**config.mk**
```make
export PLATFORM = sky130hd
export DESIGN_NAME = screen_monitor
export DESIGN_NICKNAME = d
export VERILOG_FILES = /design/src/verilog/screen_pkg.sv /design/src/verilog/open_timer.sv /design/src/verilog/screen_monitor.sv
export SDC_FILE = /design/constraint.sdc
export NUM_CORES = 1
export LEC_CHECK = 0
export ABC_AREA = 1
export CORE_UTILIZATION = 45
export CTS_BUF_LIST = sky130_fd_sc_hd__clkbuf_4 sky130_fd_sc_hd__clkbuf_8
export DETAILED_ROUTE_END_ITERATION = 10
export DONT_BUFFER_PORTS = 1
export PLACE_DENSITY = 0.66
export REMOVE_ABC_BUFFERS = 1
export SLEW_MARGIN = 0
export SYNTH_ARGS = -nofsm -noshare
export SYNTH_HDL_FRONTEND = slang
export SYNTH_HIERARCHICAL = 1
export SYNTH_SLANG_ARGS = --single-unit
```
**constraint.sdc**
```tcl
create_clock -name clk -period 4.7 [get_ports clk]
set_clock_uncertainty 0.15 [all_clocks]
set_input_delay 0.47 -clock clk [delete_from_list [all_inputs] [get_ports clk]]
set_output_delay 0.47 -clock clk [all_outputs]
set_load 0.02 [all_outputs]
```
**src/verilog/screen_pkg.sv**
```systemverilog
// Shared constants, types and register map of the screen reset/test monitor
package screen_pkg;

  // ----------------------------------------------------------------
  // Register map (byte offsets, one word each)
  // ----------------------------------------------------------------
  localparam logic [3:0] OFF_CTRL     = 4'h0;
  localparam logic [3:0] OFF_STATUS   = 4'h4;
  localparam logic [3:0] OFF_INT_STAT = 4'h8;
  localparam logic [3:0] OFF_INT_MASK = 4'hC;

  // Control register fields
  localparam int CTRL_LATCH = 0;
  localparam int CTRL_MON   = 1;
  localparam int CTRL_TEST  = 2;
  localparam int CTRL_LOCK  = 3;
  localparam logic [1:0] CTRL_RST = 2'h0;

  // Status register fields
  localparam int STAT_STATE = 0;
  localparam int STAT_OUT   = 3;
  localparam int STAT_IN    = 5;
  localparam int STAT_BEAM  = 6;

  // Interrupt event bits
  localparam int INT_W       = 4;
  localparam int INT_TEST    = 0;
  localparam int INT_LOCKOUT = 1;
  localparam int INT_LATCH   = 2;
  localparam int INT_RESET   = 3;
  localparam logic [INT_W-1:0] INT_RST = 4'h0;

  // ----------------------------------------------------------------
  // Timing
  // ----------------------------------------------------------------
  localparam int CLK_KHZ      = 100000;
  localparam int QUARTER_MS   = 250;
  localparam int MON_MS       = 200;
  localparam int FLASH_MS     = 125;
  localparam int TEST_US      = 10;
  localparam int QUARTER_CYC  = QUARTER_MS * CLK_KHZ;
  localparam int MON_CYC      = MON_MS * CLK_KHZ;
  localparam int FLASH_CYC    = FLASH_MS * CLK_KHZ;
  localparam int TEST_CYC     = (TEST_US * CLK_KHZ) / 1000;
  localparam int SYNC_STAGES  = 2;

  // ----------------------------------------------------------------
  // Types
  // ----------------------------------------------------------------
  typedef enum logic [2:0] {
    ST_INIT, ST_LOCKOUT, ST_LATCH, ST_RUN, ST_TEST
  } state_e;

  typedef struct packed {
    logic alignTop;
    logic alignBot;
    logic blocked;
    logic clear;
  } led_s;

endpackage
```
**src/verilog/open_timer.sv**
```systemverilog
// Synchroniser and open-duration timer for the reset/test input
`timescale 1ns/1ps
`default_nettype none

module open_timer #(
  parameter int CNT_W   = 25,
  parameter int QUARTER = screen_pkg::QUARTER_CYC,
  parameter int MON     = screen_pkg::MON_CYC
) (
  input  wire logic clk,
  input  wire logic rst_b,
  input  wire logic resetTestIn,
  output var  logic inClosed,
  output var  logic syncReady,
  output var  logic openQuarter,
  output var  logic openMon,
  output var  logic releasePulse
);

  // ----------------------------------------------------------------
  // Two-stage synchroniser, first stage read only by the second
  // ----------------------------------------------------------------
  logic       syncA;
  logic [1:0] readyCnt;
  logic [CNT_W-1:0] openCnt;

  always_ff @(posedge clk or negedge rst_b) begin
    if (!rst_b) begin
      syncA    <= 1'b0;
      inClosed <= 1'b0;
    end else begin
      syncA    <= resetTestIn;
      inClosed <= syncA;
    end
  end

  // Sampled level is meaningless until both stages have filled
  always_ff @(posedge clk or negedge rst_b) begin
    if (!rst_b) begin
      readyCnt <= 2'h0;
    end else if (readyCnt != 2'(screen_pkg::SYNC_STAGES)) begin
      readyCnt <= readyCnt + 2'h1;
    end
  end
  assign syncReady = (readyCnt == 2'(screen_pkg::SYNC_STAGES));

  // ----------------------------------------------------------------
  // Open duration, saturating so a stuck-open input stays long
  // ----------------------------------------------------------------
  always_ff @(posedge clk or negedge rst_b) begin
    if (!rst_b) begin
      openCnt <= '0;
    end else if (inClosed || !syncReady) begin
      openCnt <= '0;
    end else if (openCnt != {CNT_W{1'b1}}) begin
      openCnt <= openCnt + CNT_W'(1);
    end
  end

  assign openQuarter = syncReady && (openCnt > CNT_W'(QUARTER));
  assign openMon     = syncReady && (openCnt > CNT_W'(MON));

  // Close after a long enough open forms the reset gesture
  always_ff @(posedge clk or negedge rst_b) begin
    if (!rst_b) begin
      releasePulse <= 1'b0;
    end else begin
      releasePulse <= openQuarter && inClosed;
    end
  end

endmodule

`default_nettype wire

```
**src/verilog/screen_monitor.sv**
```systemverilog
// Reset/test input monitor and indicator control of a light-screen receiver
//
// Behaviour
// - In run mode an open on the reset/test input longer than a quarter second starts a test cycle with both outputs off.
// - With monitoring enabled an open longer than 200 ms in run mode starts a test cycle with outputs off.
// - Control resets with CTRL_LATCH clear; a unit powers up latched (alignment lamps flashing on a clear field, outputs off) only if set when syncReady rises.
// - In lockout the red blocked lamp flashes.
// - Blocked means red on, green off, each alignment lamp showing its own beam.
// - Clear means green and both alignment lamps on, red off.
// - Latched with a clear field means red on, green off, alignment lamps flashing.
// - Only a manual reset, or a software lock command sending it to lockout, takes the unit out of latch; the operator must give the reset.
// - When latched or locked out, operating the input is a reset, not a test.
// - An open input when power is applied sends the unit to lockout.
// - Trip units need a manual reset only after lockout; latch units also after each latch, and at power-up only if CTRL_LATCH is set when syncReady rises.
`timescale 1ns/1ps
`default_nettype none

module screen_monitor #(
  parameter int QUARTER_CYC = screen_pkg::QUARTER_CYC,
  parameter int MON_CYC     = screen_pkg::MON_CYC,
  parameter int FLASH_CYC   = screen_pkg::FLASH_CYC,
  parameter int TEST_CYC    = screen_pkg::TEST_CYC,
  parameter int CNT_W       = 25
) (
  input  wire logic              clk,
  input  wire logic              rst_b,
  input  wire logic              psel,
  input  wire logic              penable,
  input  wire logic              pwrite,
  input  wire logic [3:0]        paddr,
  input  wire logic [31:0]       pwdata,
  output var  logic [31:0]       prdata,
  output var  logic              pready,
  output var  logic              pslverr,
  input  wire logic              resetTestIn,
  input  wire logic              beamTopClear,
  input  wire logic              beamBotClear,
  output var  logic [1:0]        safetySwitchingOutputs,
  output var  screen_pkg::led_s  leds,
  output var  logic              irq
);

  // ----------------------------------------------------------------
  // Declarations
  // ----------------------------------------------------------------
  screen_pkg::state_e state_reg;
  screen_pkg::state_e state_next;
  logic        inClosed;
  logic        syncReady;
  logic        openQuarter;
  logic        openMon;
  logic        releasePulse;
  logic [1:0]  ctrl_reg;
  logic        testReq_reg;
  logic        lockReq_reg;
  logic [screen_pkg::INT_W-1:0] intStat_reg;
  logic [screen_pkg::INT_W-1:0] intMask_reg;
  logic [screen_pkg::INT_W-1:0] events;
  logic [screen_pkg::INT_W-1:0] rdClear_reg;
  logic [CNT_W-1:0] flashCnt;
  logic        flashPhase;
  logic [CNT_W-1:0] testCnt;
  logic        fieldClear;
  logic        setupPh;
  logic        accessPh;
  logic        wrAccess;
  logic        rdStatAccess;

  assign fieldClear = beamTopClear && beamBotClear;
  assign setupPh    = psel && !penable;
  assign accessPh   = psel && penable && pready;
  assign wrAccess   = accessPh && pwrite;

  // Address decode, used only for the slave error response
  function automatic logic mapped(input logic [3:0] a);
    mapped = (a == screen_pkg::OFF_CTRL) || (a == screen_pkg::OFF_STATUS) ||
             (a == screen_pkg::OFF_INT_STAT) || (a == screen_pkg::OFF_INT_MASK);
  endfunction

  // ----------------------------------------------------------------
  // Input timing
  // ----------------------------------------------------------------
  open_timer #(
    .CNT_W   (CNT_W),
    .QUARTER (QUARTER_CYC),
    .MON     (MON_CYC)
  ) uTimer (
    .clk          (clk),
    .rst_b        (rst_b),
    .resetTestIn  (resetTestIn),
    .inClosed     (inClosed),
    .syncReady    (syncReady),
    .openQuarter  (openQuarter),
    .openMon      (openMon),
    .releasePulse (releasePulse)
  );

  // ----------------------------------------------------------------
  // Flash divider: one-cycle enable toggles the flash phase
  // ----------------------------------------------------------------
  always_ff @(posedge clk or negedge rst_b) begin
    if (!rst_b) begin
      flashCnt   <= '0;
      flashPhase <= 1'b0;
    end else if (flashCnt == CNT_W'(FLASH_CYC - 1)) begin
      flashCnt   <= '0;
      flashPhase <= !flashPhase;
    end else begin
      flashCnt <= flashCnt + CNT_W'(1);
    end
  end

  // ----------------------------------------------------------------
  // Operating state
  // ----------------------------------------------------------------
  always_comb begin
    state_next = state_reg;
    unique case (state_reg)
      screen_pkg::ST_INIT: begin
        if (syncReady) begin
          if (!inClosed) begin
            state_next = screen_pkg::ST_LOCKOUT;
          end else if (ctrl_reg[screen_pkg::CTRL_LATCH]) begin
            state_next = screen_pkg::ST_LATCH;
          end else begin
            state_next = screen_pkg::ST_RUN;
          end
        end
      end
      screen_pkg::ST_LOCKOUT, screen_pkg::ST_LATCH: begin
        // Operating the input here is a reset request only
        if (releasePulse) begin
          state_next = screen_pkg::ST_RUN;
        end
      end
      screen_pkg::ST_RUN: begin
        if (openQuarter || testReq_reg) begin
          state_next = screen_pkg::ST_TEST;
        end else if (ctrl_reg[screen_pkg::CTRL_MON] && openMon) begin
          state_next = screen_pkg::ST_TEST;
        end else if (ctrl_reg[screen_pkg::CTRL_LATCH] && !fieldClear) begin
          state_next = screen_pkg::ST_LATCH;
        end
      end
      screen_pkg::ST_TEST: begin
        // Hold the test while the input is still open
        if (testCnt == '0 && inClosed) begin
          state_next = screen_pkg::ST_RUN;
        end
      end
    endcase
    if (lockReq_reg && state_reg != screen_pkg::ST_INIT) begin
      state_next = screen_pkg::ST_LOCKOUT;
    end
  end

  always_ff @(posedge clk or negedge rst_b) begin
    if (!rst_b) begin
      state_reg <= screen_pkg::ST_INIT;
    end else begin
      state_reg <= state_next;
    end
  end

  // Self-test length counter
  always_ff @(posedge clk or negedge rst_b) begin
    if (!rst_b) begin
      testCnt <= '0;
    end else if (state_reg != screen_pkg::ST_TEST) begin
      testCnt <= CNT_W'(TEST_CYC - 1);
    end else if (testCnt != '0) begin
      testCnt <= testCnt - CNT_W'(1);
    end
  end

  // ----------------------------------------------------------------
  // Safety outputs: on only in run with a clear field
  // ----------------------------------------------------------------
  always_ff @(posedge clk or negedge rst_b) begin
    if (!rst_b) begin
      safetySwitchingOutputs <= 2'h0;
    end else if (state_reg == screen_pkg::ST_RUN && fieldClear) begin
      safetySwitchingOutputs <= 2'h3;
    end else begin
      safetySwitchingOutputs <= 2'h0;
    end
  end

  // ----------------------------------------------------------------
  // Indicators
  // ----------------------------------------------------------------
  always_ff @(posedge clk or negedge rst_b) begin
    if (!rst_b) begin
      leds <= '0;
    end else begin
      unique case (state_reg)
        screen_pkg::ST_INIT: begin
          leds <= '0;
        end
        screen_pkg::ST_LOCKOUT: begin
          leds <= '{alignTop: 1'b0, alignBot: 1'b0,
                    blocked: flashPhase, clear: 1'b0};
        end
        screen_pkg::ST_LATCH: begin
          if (fieldClear) begin
            leds <= '{alignTop: flashPhase, alignBot: flashPhase,
                      blocked: 1'b1, clear: 1'b0};
          end else begin
            leds <= '{alignTop: beamTopClear, alignBot: beamBotClear,
                      blocked: 1'b1, clear: 1'b0};
          end
        end
        screen_pkg::ST_RUN: begin
          leds <= '{alignTop: beamTopClear, alignBot: beamBotClear,
                    blocked: !fieldClear, clear: fieldClear};
        end
        screen_pkg::ST_TEST: begin
          // Green flashes with red on while testing
          leds <= '{alignTop: beamTopClear, alignBot: beamBotClear,
                    blocked: 1'b1, clear: flashPhase};
        end
      endcase
    end
  end

  // ----------------------------------------------------------------
  // Control register and one-shot commands
  // ----------------------------------------------------------------
  always_ff @(posedge clk or negedge rst_b) begin
    if (!rst_b) begin
      ctrl_reg    <= screen_pkg::CTRL_RST;
      testReq_reg <= 1'b0;
      lockReq_reg <= 1'b0;
    end else begin
      testReq_reg <= 1'b0;
      lockReq_reg <= 1'b0;
      if (wrAccess && paddr == screen_pkg::OFF_CTRL) begin
        ctrl_reg    <= pwdata[1:0];
        testReq_reg <= pwdata[screen_pkg::CTRL_TEST];
        lockReq_reg <= pwdata[screen_pkg::CTRL_LOCK];
      end
    end
  end

  // ----------------------------------------------------------------
  // Interrupt status: sticky, read-clear, set wins over clear
  // ----------------------------------------------------------------
  assign events[screen_pkg::INT_TEST] = state_next == screen_pkg::ST_TEST &&
                                        state_reg != screen_pkg::ST_TEST;
  assign events[screen_pkg::INT_LOCKOUT] = state_next == screen_pkg::ST_LOCKOUT &&
                                           state_reg != screen_pkg::ST_LOCKOUT;
  assign events[screen_pkg::INT_LATCH] = state_next == screen_pkg::ST_LATCH &&
                                         state_reg != screen_pkg::ST_LATCH;
  assign events[screen_pkg::INT_RESET] = releasePulse &&
                                         (state_reg == screen_pkg::ST_LATCH ||
                                          state_reg == screen_pkg::ST_LOCKOUT);
  assign rdStatAccess = accessPh && !pwrite && paddr == screen_pkg::OFF_INT_STAT;

  // Only bits already returned to software are cleared
  always_ff @(posedge clk or negedge rst_b) begin
    if (!rst_b) begin
      intStat_reg <= screen_pkg::INT_RST;
    end else if (rdStatAccess) begin
      intStat_reg <= (intStat_reg & ~rdClear_reg) | events;
    end else begin
      intStat_reg <= intStat_reg | events;
    end
  end

  always_ff @(posedge clk or negedge rst_b) begin
    if (!rst_b) begin
      intMask_reg <= screen_pkg::INT_RST;
    end else if (wrAccess && paddr == screen_pkg::OFF_INT_MASK) begin
      intMask_reg <= pwdata[screen_pkg::INT_W-1:0];
    end
  end

  always_ff @(posedge clk or negedge rst_b) begin
    if (!rst_b) begin
      irq <= 1'b0;
    end else begin
      irq <= |(intStat_reg & intMask_reg);
    end
  end

  // ----------------------------------------------------------------
  // APB slave: one wait-free access phase, read data set up early
  // ----------------------------------------------------------------
  always_ff @(posedge clk or negedge rst_b) begin
    if (!rst_b) begin
      pready      <= 1'b0;
      pslverr     <= 1'b0;
      prdata      <= 32'h0000_0000;
      rdClear_reg <= '0;
    end else begin
      pready  <= setupPh;
      pslverr <= setupPh && !mapped(paddr);
      if (setupPh && !pwrite) begin
        rdClear_reg <= intStat_reg;
        unique case (paddr)
          screen_pkg::OFF_CTRL:     prdata <= {30'h0, ctrl_reg};
          screen_pkg::OFF_STATUS:   prdata <= {24'h0, beamBotClear, beamTopClear,
                                               inClosed, safetySwitchingOutputs,
                                               state_reg};
          screen_pkg::OFF_INT_STAT: prdata <= {28'h0, intStat_reg};
          screen_pkg::OFF_INT_MASK: prdata <= {28'h0, intMask_reg};
          default:                  prdata <= 32'h0000_0000;
        endcase
      end
    end
  end
endmodule

`default_nettype wire

```
Word-level counts from Yosys, hierarchy flattened:

Index checks and enable logic that the tools add are counted.

* register bits: 141
* logic and storage cells: 118
* bits of input ports: 44
* output and inout port bits: 41

* reductions and logical operators: 44
* multiplexer cells: 22
* $add $sub $neg: 4
* bitwise operators: 5
* magnitude comparators: 2
* equality and inequality tests: 17

Operator list (number)
* 25-bit 2-to-1 mux: 5
* 25-bit by 1-bit adder with 25-bit output, second input constant: 2
* 25-bit > comparator, second input constant: 2
* 8-bit one-hot mux with 4 select lines: 1
* 25-bit by 24-bit equality test with 1-bit output, second input constant: 1
* 25-bit logical NOT: 1
* 25-bit inequality test, second input constant: 1
* 25-bit nonzero test: 1
* 25-bit by 1-bit subtractor with 25-bit output, second input constant: 1
* 3-bit 2-to-1 mux: 8
* 1-bit logical AND: 23
* 4-bit one-hot mux with 5 select lines: 1
* 3-bit one-hot mux with 4 select lines: 1
* 3-bit by 2-bit equality test with 1-bit output, second input constant: 3
* 4-bit AND: 2
* 4-bit equality test, second input constant: 2
* 4-bit 2-to-1 mux: 2
* 4-bit OR: 2
* 3-bit by 1-bit equality test with 1-bit output, second input constant: 2
* 3-bit equality test, second input constant: 2
* 1-bit logical NOT: 6
* 1-bit logical OR: 6
* 4-bit by 3-bit equality test with 1-bit output, second input constant: 1
* 4-bit logical NOT: 1
* other kinds (14): 17

Longest topological paths before layout:

* depth after elaboration: 12
* mapped depth: 19
* mapped depth without buffers: 19

Modules after synthesis:

Netlist, hierarchy kept.

Modules (own cells, without submodules)
* screen_monitor: cells an instance 633, area an instance 4825.9 µm², times used 1, sequential area each 2152.1 µm²
* open_timer: cells an instance 319, area an instance 2092.0 µm², times used 1, sequential area each 750.7 µm²

Least setup slack after synthesis:

Ideal clock, no wire load.

* path kind: flip-flop to flip-flop
* start point: register uTimer.openCnt[24]
* end point: register intStat_reg[1] in the netlist's numbering
* buffers on the path: 0
* data required time: 4.485 ns
* arrival time: 1.724 ns
* library setup time: 0.065 ns
* period minus slack after synthesis: 1.939 ns
* setup slack: 2.761 ns
* stages on the path, launching flop included: 18
* path through: dfrtp_1 -> inv_1 -> nor2_1 -> nand3_1 -> nor2_1 -> nand3_1 -> nand3_1 -> nand2_1 -> inv_1 -> nand2_1 -> nand2_1 -> nor2_1 -> nand3b_1 -> nor2_1 -> nand2_1 -> nand2_1 -> nand3_1 -> nand2_1

* cells in the longest elaborated chain, start to end: 11
* elaborated cells on any way between the ends: 15
* those cells by class: 2 x order compare; 1 x eq/ne; 5 x mux; 2 x bitwise; 5 x reduce/logical

Ends and longest elaborated chain
* from (decl): RTL line open_timer.sv:25 `logic [CNT_W-1:0] openCnt;`
* from (signal assigned): RTL line open_timer.sv:56 `openCnt <= openCnt + CNT_W'(1);`
* 25-bit > comparator *: RTL line open_timer.sv:61 `assign openMon = syncReady && (openCnt > CNT_W'(MON));`
* 1-bit logical AND *: RTL line open_timer.sv:61
* named net openMon: RTL line screen_monitor.sv:51 `logic openMon;`
* 1-bit logical AND *: RTL line screen_monitor.sv:139 `end else if (ctrl_reg[screen_pkg::CTRL_MON] && openMon) begin`
* 3-bit 2-to-1 mux *: RTL line screen_monitor.sv:139
* 3-bit 2-to-1 mux *: RTL line screen_monitor.sv:137 `if (openQuarter || testReq_reg) begin`
* 3-bit one-hot mux with 4 select lines *: RTL line screen_monitor.sv:118 `unique case (state_reg)`
* 3-bit 2-to-1 mux *: RTL line screen_monitor.sv:152 `if (lockReq_reg && state_reg != screen_pkg::ST_INIT) begin`
* 3-bit by 1-bit equality test with 1-bit output *: RTL line screen_monitor.sv:250 `assign events[screen_pkg::INT_LOCKOUT] = state_next == screen_pkg::ST_LOCKOUT &&`
* 1-bit logical AND *: RTL line screen_monitor.sv:250
* 4-bit OR (on tied branches): RTL line screen_monitor.sv:266, screen_monitor.sv:264
* 4-bit 2-to-1 mux *: RTL line screen_monitor.sv:263 `end else if (rdStatAccess) begin`
* to (signal assigned): RTL line screen_monitor.sv:262 `intStat_reg <= screen_pkg::INT_RST;`
* to (signal assigned): RTL line screen_monitor.sv:264 `intStat_reg <= (intStat_reg & ~rdClear_reg) | events;`
* to (signal assigned): RTL line screen_monitor.sv:266 `intStat_reg <= intStat_reg | events;`
* to (decl): RTL line screen_monitor.sv:56 `logic [screen_pkg::INT_W-1:0] intStat_reg;`

Mark *: on every way through the listed nets, which the timed path passes. The rest lies on a longest branch.
A chain may end at the register's enable or synchronous reset.

Final worst setup path:

* start point: register uTimer.readyCnt[0]
* end point: register uTimer.openCnt[8]

* cells in the longest elaborated chain, start to end: 4
* elaborated cells on any way between the ends: 5
* those cells by class: 1 x eq/ne; 1 x mux; 3 x reduce/logical

Ends and longest elaborated chain
* from (decl): RTL line open_timer.sv:24 `logic [1:0] readyCnt;`
* from (signal assigned): RTL line open_timer.sv:42 `readyCnt <= readyCnt + 2'h1;`
* 2-bit equality test *: RTL line open_timer.sv:45 `assign syncReady = (readyCnt == 2'(screen_pkg::SYNC_STAGES));`
* named net syncReady: RTL line screen_monitor.sv:49 `logic syncReady;`
* 1-bit logical NOT *: RTL line open_timer.sv:53 `end else if (inClosed || !syncReady) begin`
* 1-bit logical OR *: RTL line open_timer.sv:53
* 25-bit 2-to-1 mux or 2-bit nonzero test (tied branches)

Marks and branches as above.

==> out/summary.txt <==
===============================================================================
Setup crit start kind ............................................         flop
Most numerous cell on the critical path .......................... sky130_fd_sc_hd__inv_1
Sort of element at the end of the critical path ..................         flop
TritonCTS clock tree .............................................        built
RR Startpoint .................................................... uTimer/readyCnt[0]$_DFFE_PN0N_
Clock latency reported for the late side of the worst-skew pair ..       450 ps
Vias per Instance ................................................         5.17
DRT Pass-1 Iters .................................................            5
Detailed placement HPWL ..........................................     11200 um
Total number of placement rows ...................................           44
Post-Synthesis Cells .............................................          952
Wire length per cell .............................................      13.3 um
Count of hold-fix buffers inserted at cts ........................           10
Clock sink count .................................................          116
IO buf count .....................................................            0
Worst rel slew slack .............................................        46.3%
Critical Path, Cell by Cell ...................................... inv_1 > ha_1 > nand2_1 > inv_1 > nand4_2 > o21ai_0
Unrepaired setup endpoints after global routing ..................           no
Count of buffers added by post-CTS timing repair for setup .......            0
Gr usage total ...................................................        21.1%
Cell count after placement .......................................         1124
Detail Route Antenna Nets ........................................            0
Number of cells traversed by the worst register-to-register path .            6
Maximum Capacitance Violations ...................................            0
Category of the critical setup timing path ....................... flop to flop
Initial Utilization ..............................................        46.9%
Count of fill cells added during filler insertion ................         1455
Clk root buf ..................................................... sky130_fd_sc_hd__clkbuf_8
Static leakage ...................................................      3.78 nW
Layout cells sized above 1 .......................................        6.72%
Setup tns final ..................................................         0 ps
Post-route fraction of the period consumed by the critical path ..        55.1%
Total wire length ................................................     15500 um
CP max stage delay ...............................................       630 ps
Y dimension of the die ...........................................       126 um
Number of global-route vias before repair ........................         5732
Least-Margin Pin Slew ............................................       803 ps
Min Clock Period, post-route .....................................      2590 ps
Worst hold path type ............................................. primary input to flop
Prevailing post-synth register cell .............................. sky130_fd_sc_hd__dfrtp_1
FF-to-FF End ..................................................... uTimer/openCnt[8]$_DFFE_PN0P_
Critical-path cell with the highest stage delay .................. sky130_fd_sc_hd__inv_1
Total power ......................................................      2.12 mW
Post-route non-filler standard cell count ........................         1166
Total number of H-tree levels ....................................            4
Min setup slack post-route .......................................      2110 ps
Max Slew Vio Count ...............................................            0
Antenna violations before repair .................................            0
Core region area .................................................  0.0148 mm^2
CTS clk-pin slew, worst paths ....................................        80 ps
WHS Path Cells ...................................................            2
Timing-limited maximum frequency .................................      386 MHz
Count of nets after finishing ....................................         1019
Crit path required time ..........................................      4920 ps
Maximum number of pins on one net before global-route repair .....          117
Antenna Diode Count ..............................................            0
Number of cells upsized or downsized after cts ...................            0
Number of I/O pins ...............................................           85
Synthesis-to-layout area growth ..................................        9.03%
CTS buffer count .................................................           17
Critical path peak fanout ........................................           25
Core Util, Final .................................................        51.1%
Worst setup slack before clock tree synthesis ....................      2030 ps
Mean area per synthesized cell ...................................    7.27 um^2
Critical path buffers and inverters ..............................            2
Hold Violations, Final ...........................................            0
Number of enable flip-flop cells after synthesis .................            0
Number of synthesis warnings .....................................            6
Largest registers ................................................ flashCnt: 25 flops, testCnt: 25 flops, uTimer/openCnt: 25 flops
Total of flip-flops plus latches after synthesis .................          116
Beginning of the worst hold path .................................    pwdata[0]
Die outline area .................................................  0.0159 mm^2
Deepest clock path buffer count ..................................            2
Terminating pin of the worst hold path ........................... ctrl_reg[0]$_DFFE_PN0P_
Via total after detailed routing .................................         6032
Result of the run ................................................ complete, no violations
Data arrival time of the critical path ...........................      2820 ps
Maximum vdd drop .................................................     0.188 mV
Post-synthesis sequential area ratio .............................        42.0%
Number of distinct library cells after synthesis .................           52
Largest delay share family, worst path ........................... simple AND/OR/NAND/NOR gates
Drc violations ...................................................            0
Violation count after the first detailed-route iteration .........          453
Async set-reset flop share out of synthesis ......................         100%
Post-synthesis instance area ..................................... 0.00692 mm^2
Power per cell area ..............................................  281 mW/mm^2
Setup Viol. Count Final ..........................................            0
Wire length of the first global-routing pass .....................     26900 um
Die X-Extent .....................................................       126 um
Grt ovf ..........................................................            0
Setup slack on the worst flop-to-flop path .......................      2110 ps
Routability Congestion ...........................................        0.928
===============================================================================
==> stage by stage <==
stage	hold WS [ps]	cell area, um^2
6_report	42.8	7540
5_1_grt	29.4	7540
4_1_cts	29.7	7540
3_5_place_dp	28.7	6990
3_3_place_gp	28.8	6990
2_1_floorplan	24.4	6760
==> where the power goes <==
group	switching, mW	internal [mW]
clock network	0.432	0.588
registers	0.0123	1.01
logic	0.0605	0.0170
total	0.505	1.61
==> cell usage after synthesis (all sizes together) (2+ instances only) <==
cell type / number / area share, %
buf: 31 / 3.3
nand3: 78 / 5.9
clkbuf: 4 / 0.22
a22oi: 3 / 0.40
o211ai: 4 / 0.43
o2111ai: 2 / 0.25
nor3: 28 / 2.3
nor4: 7 / 0.85
xnor2: 4 / 0.51
nor2: 170 / 10
a21oi: 25 / 1.9
and3: 4 / 0.36
inv: 120 / 6.5
o22ai: 4 / 0.36
o21a: 3 / 0.33
ha: 6 / 1.1
o31ai: 2 / 0.22
o21ai: 33 / 2.4
o211a: 2 / 0.29
nand2: 245 / 14
dfrtp: 116 / 42
or2: 4 / 0.36
nand4: 24 / 2.4
nand3b: 2 / 0.22
xor2: 21 / 2.7
==> worst max-delay path by stage <==
stage	start	endpoint	cells after the start
finish	uTimer/readyCnt[0]$_DFFE_PN0N_	uTimer/openCnt[8]$_DFFE_PN0P_	6
global route	uTimer/readyCnt[0]$_DFFE_PN0N_	uTimer/openCnt[13]$_DFFE_PN0P_	6
CTS	uTimer/readyCnt[0]$_DFFE_PN0N_	uTimer/openCnt[8]$_DFFE_PN0P_	6
detailed placement	uTimer/readyCnt[0]$_DFFE_PN0N_	uTimer/openCnt[6]$_DFFE_PN0P_	6
global placement	uTimer/readyCnt[0]$_DFFE_PN0N_	uTimer/openCnt[8]$_DFFE_PN0P_	6
floorplan	uTimer/openCnt[24]$_DFFE_PN0P_	intStat_reg[1]$_DFF_PN0_	17
==> cell families after synthesis <==
group           share of synthesized area [%]
compound gates                           7.36
xor+xnor                                 3.17
simple gates                             36.4
flops                                    42.0
fa+ha+maj                                1.09
other cells                            0.0542
buf+inv                                  10.0
==> routing by layer <==
| layer | global-route usage [%] | wire length [um] | up-vias |
|---|---|---|---|
| li1 | - | - | 3049 |
| met1 | 28.8 | 7530 | 2796 |
| met2 | 33.2 | 7040 | 164 |
| met3 | 4.63 | 760 | 23 |
| met4 | 6.87 | 221 | 0 |
| met5 | 0 | 0 | - |
==> worst register-to-register path: cells and delay by family, from the launching register on <==
family                   cells  cell delay (ps)
buffers and inverters        2              690
AND/OR/NAND/NOR              2              750
AO/OA/AOI/OAI                1              210
flip-flops                   1              390
adder cells (fa/ha/maj)      1              330
==> cell usage in the layout (no fill, tap or decap), drive strengths merged, types with 6 or more instances in the layout <==
cell type | Yosys | layout
nor2 | 170 | 170
conb | 1 | 24
ha | 6 | 6
nand3 | 78 | 78
clkinv | 0 | 7
dlygate4sd3 | 0 | 9
xor2 | 21 | 21
nor3 | 28 | 28
dfrtp | 116 | 116
nand2 | 245 | 245
inv | 120 | 121
clkbuf | 4 | 19
o21ai | 33 | 33
nand4 | 24 | 24
nor4 | 7 | 7
a21oi | 25 | 25
==> cell type report <==
cell class	count	area, um^2	share of cell area [%]
Multi-Input combinational cell	704	3410	45.2
Clock inverter	13	183	2.42
Sequential cell	116	2900	38.5
Clock buffer	19	249	3.30
Inverter	120	450	5.97
Tap cell	184	230	3.05
Timing Repair Buffer	10	118	1.56
No activity file was read; power rests on OpenSTA's default activity.
